### src/scd_pkg.sv
// Shared constants, types and register map for the step/compare debug unit
package scd_pkg;

    // ==========================================================
    // Timing
    localparam int CLK_PERIOD_NS = 10;
    localparam int ROM_CYCLE_NS  = 1600;
    localparam int ROM_CYCLE_CYC = ROM_CYCLE_NS / CLK_PERIOD_NS;
    localparam int DEBOUNCE_US   = 5000;
    localparam int DEBOUNCE_CYC  = (DEBOUNCE_US * 1000) / CLK_PERIOD_NS;

    // ==========================================================
    // Widths
    localparam int ADDR_W  = 9;
    localparam int INSTR_W = 16;
    localparam int BYTE_W  = 8;
    localparam int AXI_AW  = 8;
    localparam int AXI_DW  = 32;
    localparam int TMR_W   = 16;

    // ==========================================================
    // Register map
    localparam logic [AXI_AW-1:0] OFF_CTRL   = 8'h00;
    localparam logic [AXI_AW-1:0] OFF_STATUS = 8'h04;
    localparam logic [AXI_AW-1:0] OFF_LAMP_A = 8'h08;
    localparam logic [AXI_AW-1:0] OFF_LAMP_B = 8'h0C;
    localparam logic [AXI_AW-1:0] OFF_LAMP_C = 8'h10;
    localparam logic [AXI_AW-1:0] OFF_CYCLES = 8'h14;

    localparam int CTRL_SOFT_STEP_BIT = 0;
    localparam int CTRL_STOP_BIT      = 1;
    localparam int CTRL_CMP_MASK_BIT  = 2;
    localparam int ST_STATE_LSB       = 0;
    localparam int ST_HIT_BIT         = 2;
    localparam int ST_LATE_BIT        = 3;
    localparam int ST_GO_BIT          = 4;

    localparam logic [1:0] RESP_OKAY   = 2'h0;
    localparam logic [1:0] RESP_SLVERR = 2'h2;

    // ==========================================================
    // Types
    typedef enum logic [1:0] {
        SCD_IDLE = 2'h0,
        SCD_STEP = 2'h1,
        SCD_RUN  = 2'h3,
        SCD_HALT = 2'h2
    } scd_state_t;

    typedef struct packed {
        logic [BYTE_W-1:0]  acc;
        logic [BYTE_W-1:0]  aux;
        logic [BYTE_W-1:0]  status_reg_zero;
        logic [BYTE_W-1:0]  status_reg_one;
        logic [BYTE_W-1:0]  alu;
        logic [INSTR_W-1:0] rom_word;
        logic [ADDR_W-1:0]  rom_addr;
        logic [BYTE_W-1:0]  ram_out;
        logic [ADDR_W-1:0]  ram_addr;
        logic               host_ready_busy_lamp;
    } scd_view_t;

    typedef struct packed {
        logic               manual_select;
        logic [INSTR_W-1:0] instr_sw;
        logic               compare_up;
        logic               top_match_switch;
        logic [ADDR_W-1:0]  match_sw;
        logic               auto_mode;
    } scd_panel_t;

endpackage : scd_pkg

### src/scd_debounce.sv
// Step pushbutton synchroniser, debouncer and press pulse generator
`timescale 1ns/1ps
module scd_debounce #(
    parameter int STABLE_CYC = scd_pkg::DEBOUNCE_CYC
) (
    // Clock and reset
    input  wire logic aclk,
    input  wire logic aresetn,
    // Button
    input  wire logic button_raw,
    output logic      press
);
    import scd_pkg::*;

    localparam int CW = $clog2(STABLE_CYC + 1);
    localparam logic [CW-1:0] CNT_TOP = CW'(STABLE_CYC);

    logic          sync_a;
    logic          sync_b;
    logic          clean;
    logic [CW-1:0] cnt;
    logic          next_clean;
    logic [CW-1:0] next_cnt;
    logic          next_press;

    // ==========================================================
    // Filter: level must hold for the full window before it counts
    always_comb begin
        next_clean = clean;
        next_cnt   = '0;
        next_press = 1'b0;
        if (sync_b != clean) begin
            next_cnt = cnt + 1'b1;
            if (cnt == CNT_TOP) begin
                next_clean = sync_b;
                next_cnt   = '0;
                next_press = sync_b;
            end
        end
    end

    always_ff @(posedge aclk) begin
        if (!aresetn) begin
            sync_a <= 1'b0;
            sync_b <= 1'b0;
            clean  <= 1'b0;
            cnt    <= '0;
            press  <= 1'b0;
        end else begin
            sync_a <= button_raw;
            sync_b <= sync_a;
            clean  <= next_clean;
            cnt    <= next_cnt;
            press  <= next_press;
        end
    end

endmodule : scd_debounce

### src/scd_unit.sv
// Step/compare debug unit: lamps, manual instruction, run control, AXI4-Lite registers
//
// Operation
// - The lamps continuously show the live registers, ALU, ROM word and address, RAM data/address and host line.
// - With manual source selected, the switch word replaces the ROM output toward the processor and on the lamps.
// - Instruction lamps show the switch word only while the source switch is up, else the ROM output.
// - With comparison enabled and the top match switch up, continuous running halts when the ROM address equals the compare switches.
// - The compare switch enables halting when down and disables it entirely when up.
// - The compare halt stops before the instruction at the matching address executes.
// - In single-step mode each press lets exactly one ROM cycle complete, then stops.
// - In continuous mode one press starts continuous cycling until a halt condition occurs.
// - After a compare halt a press resumes execution from the halted address.
// - Continuous mode with manual source executes the switch word repeatedly every cycle.
// - While stepping the ROM address may legitimately stay put on a branch-to-self.
// - One processor cycle, the step unit, lasts 1.6 us at full speed.
//
// The register addresses and the AXI4-Lite interface to the registers were chosen for this implementation.
`timescale 1ns/1ps
module scd_unit #(
    parameter int DEBOUNCE_CYC = scd_pkg::DEBOUNCE_CYC
) (
    // Clock and reset
    input  wire logic                        aclk,
    input  wire logic                        aresetn,
    // AXI4-Lite write address
    input  wire logic [scd_pkg::AXI_AW-1:0]  s_axi_awaddr,
    input  wire logic                        s_axi_awvalid,
    output logic                             s_axi_awready,
    // AXI4-Lite write data
    input  wire logic [scd_pkg::AXI_DW-1:0]  s_axi_wdata,
    input  wire logic [3:0]                  s_axi_wstrb,
    input  wire logic                        s_axi_wvalid,
    output logic                             s_axi_wready,
    // AXI4-Lite write response
    output logic [1:0]                       s_axi_bresp,
    output logic                             s_axi_bvalid,
    input  wire logic                        s_axi_bready,
    // AXI4-Lite read
    input  wire logic [scd_pkg::AXI_AW-1:0]  s_axi_araddr,
    input  wire logic                        s_axi_arvalid,
    output logic                             s_axi_arready,
    output logic [scd_pkg::AXI_DW-1:0]       s_axi_rdata,
    output logic [1:0]                       s_axi_rresp,
    output logic                             s_axi_rvalid,
    input  wire logic                        s_axi_rready,
    // Processor under test
    input  wire scd_pkg::scd_view_t          dut_view,
    input  wire logic                        cycle_done,
    output logic [scd_pkg::INSTR_W-1:0]      instr_to_dut,
    output logic                             cycle_go,
    // Operator panel
    input  wire scd_pkg::scd_panel_t         panel,
    input  wire logic                        step_button,
    output scd_pkg::scd_view_t               lamps,
    output logic                             halt_lamp
);
    import scd_pkg::*;

    localparam logic [TMR_W-1:0] LATE_LIMIT = TMR_W'(ROM_CYCLE_CYC);

    logic              btn_press;
    scd_state_t        state;
    scd_state_t        next_state;
    logic              next_go;
    logic              hit;
    logic              next_hit;
    logic              late;
    logic              next_late;
    logic              cmp_mask;
    logic              next_cmp_mask;
    logic              soft_step;
    logic              next_soft_step;
    logic              soft_stop;
    logic              next_soft_stop;
    logic [TMR_W-1:0]  tmr;
    logic [TMR_W-1:0]  next_tmr;
    logic [31:0]       cycles;
    logic [31:0]       next_cycles;
    logic              press;
    logic              match;
    logic              set_hit;
    logic              set_late;
    scd_view_t         next_lamps;
    logic [INSTR_W-1:0] next_instr;

    logic               aw_held;
    logic               next_aw_held;
    logic [AXI_AW-1:0]  aw_addr;
    logic [AXI_AW-1:0]  next_aw_addr;
    logic               w_held;
    logic               next_w_held;
    logic [AXI_DW-1:0]  w_data;
    logic [AXI_DW-1:0]  next_w_data;
    logic [3:0]         w_strb;
    logic [3:0]         next_w_strb;
    logic               next_bvalid;
    logic [1:0]         next_bresp;
    logic               next_rvalid;
    logic [1:0]         next_rresp;
    logic [AXI_DW-1:0]  next_rdata;
    logic               do_write;
    logic [AXI_DW-1:0]  status_word;

    // ==========================================================
    // Button conditioning
    scd_debounce #(
        .STABLE_CYC (DEBOUNCE_CYC)
    ) u_debounce (
        .aclk       (aclk),
        .aresetn    (aresetn),
        .button_raw (step_button),
        .press      (btn_press)
    );

    // ==========================================================
    // Run control
    // Address is checked only when a cycle completes, so a press at a
    // matching address always executes it before comparing again
    always_comb begin
        press = btn_press | soft_step;
        match = !panel.compare_up && !cmp_mask
                && ({panel.top_match_switch, panel.match_sw} == {1'b1, dut_view.rom_addr});
        next_state  = state;
        next_go     = cycle_go;
        set_hit     = 1'b0;
        next_cycles = cycles;
        next_tmr    = cycle_go ? tmr + 1'b1 : '0;
        set_late    = cycle_go && !cycle_done && (tmr == LATE_LIMIT);
        if (cycle_go && cycle_done) begin
            next_cycles = cycles + 32'h0000_0001;
            next_tmr    = '0;
        end
        case (state)
            SCD_IDLE, SCD_HALT: begin
                if (press) begin
                    next_go    = 1'b1;
                    next_state = panel.auto_mode ? SCD_RUN : SCD_STEP;
                end
            end
            SCD_STEP: begin
                // Address may not move on a branch-to-self; still one cycle
                if (cycle_done) begin
                    next_go    = 1'b0;
                    next_state = SCD_IDLE;
                end
            end
            SCD_RUN: begin
                if (soft_stop) begin
                    next_go    = 1'b0;
                    next_state = SCD_HALT;
                end else if (cycle_done && match) begin
                    next_go    = 1'b0;
                    next_state = SCD_HALT;
                    set_hit    = 1'b1;
                end
            end
            default: begin
                next_go    = 1'b0;
                next_state = SCD_IDLE;
            end
        endcase
    end

    // ==========================================================
    // Lamps and instruction path
    always_comb begin
        next_lamps = dut_view;
        next_instr = panel.manual_select ? panel.instr_sw : dut_view.rom_word;
        next_lamps.rom_word = next_instr;
    end

    // ==========================================================
    // Register bus
    always_comb begin
        do_write       = aw_held && w_held && !s_axi_bvalid;
        next_aw_held   = aw_held;
        next_aw_addr   = aw_addr;
        next_w_held    = w_held;
        next_w_data    = w_data;
        next_w_strb    = w_strb;
        next_bvalid    = s_axi_bvalid && !s_axi_bready;
        next_bresp     = s_axi_bresp;
        next_rvalid    = s_axi_rvalid && !s_axi_rready;
        next_rresp     = s_axi_rresp;
        next_rdata     = s_axi_rdata;
        next_soft_step = 1'b0;
        next_soft_stop = 1'b0;
        next_cmp_mask  = cmp_mask;
        next_hit       = hit | set_hit;
        next_late      = late | set_late;
        status_word    = '0;
        status_word[ST_STATE_LSB +: 2] = state;
        status_word[ST_HIT_BIT]        = hit;
        status_word[ST_LATE_BIT]       = late;
        status_word[ST_GO_BIT]         = cycle_go;
        if (s_axi_awvalid && s_axi_awready) begin
            next_aw_held = 1'b1;
            next_aw_addr = s_axi_awaddr;
        end
        if (s_axi_wvalid && s_axi_wready) begin
            next_w_held = 1'b1;
            next_w_data = s_axi_wdata;
            next_w_strb = s_axi_wstrb;
        end
        if (do_write) begin
            next_aw_held = 1'b0;
            next_w_held  = 1'b0;
            next_bvalid  = 1'b1;
            next_bresp   = RESP_OKAY;
            case (aw_addr)
                OFF_CTRL: begin
                    if (w_strb[0]) begin
                        next_soft_step = w_data[CTRL_SOFT_STEP_BIT];
                        next_soft_stop = w_data[CTRL_STOP_BIT];
                        next_cmp_mask  = w_data[CTRL_CMP_MASK_BIT];
                    end
                end
                OFF_STATUS: begin
                    // Clear loses to a same-cycle set
                    if (w_strb[0]) begin
                        next_hit  = (hit && !w_data[ST_HIT_BIT]) | set_hit;
                        next_late = (late && !w_data[ST_LATE_BIT]) | set_late;
                    end
                end
                OFF_LAMP_A, OFF_LAMP_B, OFF_LAMP_C, OFF_CYCLES: begin
                    next_bresp = RESP_OKAY;
                end
                default: begin
                    next_bresp = RESP_SLVERR;
                end
            endcase
        end
        if (s_axi_arvalid && s_axi_arready) begin
            next_rvalid = 1'b1;
            next_rresp  = RESP_OKAY;
            case (s_axi_araddr)
                OFF_CTRL: begin
                    next_rdata = '0;
                    next_rdata[CTRL_CMP_MASK_BIT] = cmp_mask;
                end
                OFF_STATUS: next_rdata = status_word;
                OFF_LAMP_A: next_rdata = {lamps.acc, lamps.aux, lamps.status_reg_zero, lamps.status_reg_one};
                OFF_LAMP_B: next_rdata = {lamps.alu, lamps.ram_out, lamps.rom_word};
                OFF_LAMP_C: next_rdata = {13'h0000, lamps.host_ready_busy_lamp, lamps.ram_addr, lamps.rom_addr};
                OFF_CYCLES: next_rdata = cycles;
                default: begin
                    next_rdata = '0;
                    next_rresp = RESP_SLVERR;
                end
            endcase
        end
    end

    // ==========================================================
    // State registers
    always_ff @(posedge aclk) begin
        if (!aresetn) begin
            state         <= SCD_IDLE;
            cycle_go      <= 1'b0;
            hit           <= 1'b0;
            late          <= 1'b0;
            cmp_mask      <= 1'b0;
            soft_step     <= 1'b0;
            soft_stop     <= 1'b0;
            tmr           <= '0;
            cycles        <= '0;
            lamps         <= '0;
            instr_to_dut  <= '0;
            halt_lamp     <= 1'b0;
            aw_held       <= 1'b0;
            aw_addr       <= '0;
            w_held        <= 1'b0;
            w_data        <= '0;
            w_strb        <= '0;
            s_axi_awready <= 1'b0;
            s_axi_wready  <= 1'b0;
            s_axi_bvalid  <= 1'b0;
            s_axi_bresp   <= RESP_OKAY;
            s_axi_arready <= 1'b0;
            s_axi_rvalid  <= 1'b0;
            s_axi_rresp   <= RESP_OKAY;
            s_axi_rdata   <= '0;
        end else begin
            state         <= next_state;
            cycle_go      <= next_go;
            hit           <= next_hit;
            late          <= next_late;
            cmp_mask      <= next_cmp_mask;
            soft_step     <= next_soft_step;
            soft_stop     <= next_soft_stop;
            tmr           <= next_tmr;
            cycles        <= next_cycles;
            lamps         <= next_lamps;
            instr_to_dut  <= next_instr;
            halt_lamp     <= (next_state == SCD_HALT);
            aw_held       <= next_aw_held;
            aw_addr       <= next_aw_addr;
            w_held        <= next_w_held;
            w_data        <= next_w_data;
            w_strb        <= next_w_strb;
            s_axi_awready <= !next_aw_held && !next_bvalid;
            s_axi_wready  <= !next_w_held && !next_bvalid;
            s_axi_bvalid  <= next_bvalid;
            s_axi_bresp   <= next_bresp;
            s_axi_arready <= !next_rvalid;
            s_axi_rvalid  <= next_rvalid;
            s_axi_rresp   <= next_rresp;
            s_axi_rdata   <= next_rdata;
        end
    end

endmodule : scd_unit

### config.mk
export PLATFORM = sky130hd
export DESIGN_NAME = scd_unit
export DESIGN_NICKNAME = d
export VERILOG_FILES = /design/src/scd_pkg.sv /design/src/scd_debounce.sv /design/src/scd_unit.sv
export SDC_FILE = /design/constraint.sdc
export NUM_CORES = 1
export LEC_CHECK = 0
export BUFFER_PORTS_ARGS = -buffer_cell sky130_fd_sc_hd__buf_2
export CAP_MARGIN = 20
export CORE_MARGIN = 2
export CORE_UTILIZATION = 54
export DETAILED_ROUTE_END_ITERATION = 10
export PLACE_DENSITY = 0.89
export SLEW_MARGIN = 5
export SYNTH_ARGS = -nofsm -noshare
export SYNTH_HDL_FRONTEND = slang
export SYNTH_SLANG_ARGS = --single-unit
### constraint.sdc
create_clock -name aclk -period 5.35 [get_ports aclk]
set_input_delay 0.535 -clock aclk [delete_from_list [all_inputs] [get_ports aclk]]
set_output_delay 0.535 -clock aclk [all_outputs]
set_load 0.01 [all_outputs]
==> metrics.md <==
| Metric | Value |
|---|---|
| RSZ-0062 raised after global routing | no |
| Period utilization | 43.0% |
| Row count | 47 |
| Clk_lat worst skew | 0.50 ns |
| Bufs on Longest Clock Path | 3 |
| Final net count | 1365 |
| Area leader, netlist | dfxtp_1 |
| Final Hold Viols | 0 |
| Max_slew headroom | 28.0% |
| Setup TNS | 0 ns |
| Final setup violation count | 0 |
| I/O pin total | 315 |
| Fmax | 0.434 GHz |
| Clk pin slew, worst setup/hold paths | 0.06 ns |
| Die ar. | 0.0176 mm2 |
| Ranking of synthesized cells by area | dfxtp_1 (48%), mux2i_1 (6.0%), and2_1 (5.1%) |
| # DRC | 0 |
| First-pass GRT wire length | 37000 um |
| Hold crit path type | in -> reg |
| Synthesized flop and latch total | 217 |
| All-Layer GR Usage | 25.2% |
| Status | finished clean |
| Quantity of hold-fixing buffers added after cts | 0 |
| CP Max Fanout | 16 |
| Postcts setup bufs | 0 |
| Most frequent cells after synthesis | dfxtp_1 (217), nor2_1 (78), and2_1 (73) |
| Initial Util | 54.6% |
| Clock Skews | 0.0141 ns |
| Distinct cells, synth | 61 |
| Drt first pass iters | 5 |
| Sink Count | 217 |
| Total power | 3.67 mW |
| WL per Instance | 16.3 um |
| Post-synth EDFFs | 0 |
| Required time of the critical path | 5.77 ns |
| Share of layout cells above drive strength 1 | 28.3% |
| Post-Layout Cell Count | 1423 |
| Cells after synthesis | 944 |
| Vias in the first global route | 7548 |
| Iteration-0 DRC Markers | 516 |
| Seq/Total Area, Yosys | 48.5% |
| Core area | 0.0164 mm2 |
| Via density | 5.55 |
| WS Path Type | reg -> reg |
| Grt total ovfl | 0 |
| Worst VDD drop | 0.000276 V |
| Prevailing post-synth register cell | dfxtp_1 |
| CTS Buf Count | 23 |
| Final Util | 68.1% |
| Htree depth | 1 |
| Data arrival time of the worst path | 2.72 ns |
| YS warnings | 0 |
| Mean area per synthesized cell | 9.49 um2 |
| Port Buffers | 281 |
| Vert. Die Dim | 133 um |
| Critical path capture point type | flop |
| Post-CTS sizing | 0 |
| Synth top area share | 48.5% |
| Minimum clock period | 2.30 ns |
| Placer Congestion | 0.856 |
| CTS tree | done |
| Pleak | 4.76 nW |
| Layout area overhead | 24.8% |
| Final WL | 23200 um |
| ANT nets after route | 0 |
| Worst setup SP type | flop |
| Max-capacitance violation count | 0 |
| Worst-margin pin slew | 1.08 ns |
| Pwr dens | 328 mW/mm2 |
| Largest net degree at the start of global routing | 103 |
| # placed instances | 1380 |
| Max-slew violation count | 0 |
| CTS Root Buffer Type | clkbuf_16 |
| Vias | 7891 |
| DP HPWL | 16200 um |
| Ys async rst share | 0% |
| Initial antenna violation count | 1 |
| Cell area after synthesis | 0.00896 mm2 |
| Cell with the most instances after synthesis | dfxtp_1 |
| Horiz. Die Dim | 133 um |
==> worst max-delay path, cell delays in order (launching register included) <==
cell	delay, ns
dfxtp_1	0.43
and4_1	0.37
nand4_1	0.57
nor4_1	0.62
mux2i_1	0.25
==> where the power goes <==
part | switching [mW] | total, mW | internal, mW
sequential | 0.0290 | 1.69 | 1.66
combinational | 0.148 | 0.267 | 0.119
clock | 0.623 | 1.71 | 1.09
total | 0.800 | 3.67 | 2.87
==> state kept, by name (all words and copies together), names as in the netlist, 2 cells and up <==
signal,count
cycles,32
s_axi_rdata,32
u_debounce.cnt,19
tmr,16
lamps,83
w_data,4
state,2
aw_addr,8
==> routing by layer <==
metal	part of all wire (%)	track usage (%)
met5	0	0
met2	50	45.6
met1	40	30.1
met4	2.9	8.36
met3	6.3	4.52
==> logic make-up (layout without fill, tap and decap cells) <==
kind of cell	after synthesis	after routing	synth area share [%]
compound gates	168	168	13.2
buf+inv	90	347	4.83
mux	59	59	6.66
simple gates	359	359	21.6
other cells	1	3	0.0419
flops	217	217	48.5
xor+xnor	45	45	4.40
fa+ha+maj	5	5	0.698
==> through the flow <==
stage | hold slack [ns] | instance area (um2) | setup slack (ns)
after global placement | 0.427 | 10300 | 2.27
after detailed placement | 0.432 | 10300 | 2.25
after global routing | 0.225 | 11200 | 2.83
after CTS | 0.225 | 11100 | 2.39
final | 0.242 | 11200 | 3.05
after floorplan | 0.412 | 8960 | 3.34
==> cell usage in the layout, fill, tap and decap left out, types with 12 or more instances in the layout <==
cell       count
dfxtp_1      217
a21oi_1       38
o2bb2ai_1     27
a22oi_1       31
nor4_1        13
nor2_1        78
buf_2        281
inv_1         19
and3_1        12
nand4_1       21
clkbuf_16     23
xor2_1        33
xnor2_1       12
nand2_1       68
o21ai_0       25
nand3_1       27
mux2i_1       54
and2_1        73
==> final cells by class <==
type / instances / area, um2
Antenna cell: 1 / 2.50
Clock buffer: 34 / 697
Clock inverter: 6 / 133
Fill cell: 1281 / 5230
Inverter: 20 / 75.1
Multi-Input combinational cell: 638 / 4190
Sequential cell: 217 / 4340
Tap cell: 220 / 275
Timing Repair Buffer: 287 / 1460
==> path summary, 6_finish.rpt <==
| kind | start | endpoint | slack, ns | depth (start not counted) |
|---|---|---|---|---|
| worst min register to register | s_axi_rdata[8] | s_axi_rdata[8] | 0.45 | 2 |
| worst max-delay path | cycles[5] | cycles[31] | 3.05 | 4 |
| worst min-delay path | dut_view[15] | lamps[15] | 0.24 | 2 |
| worst max register to register | cycles[5] | cycles[31] | 3.05 | 4 |
Note: power is estimated with default switching activity, not from simulation.
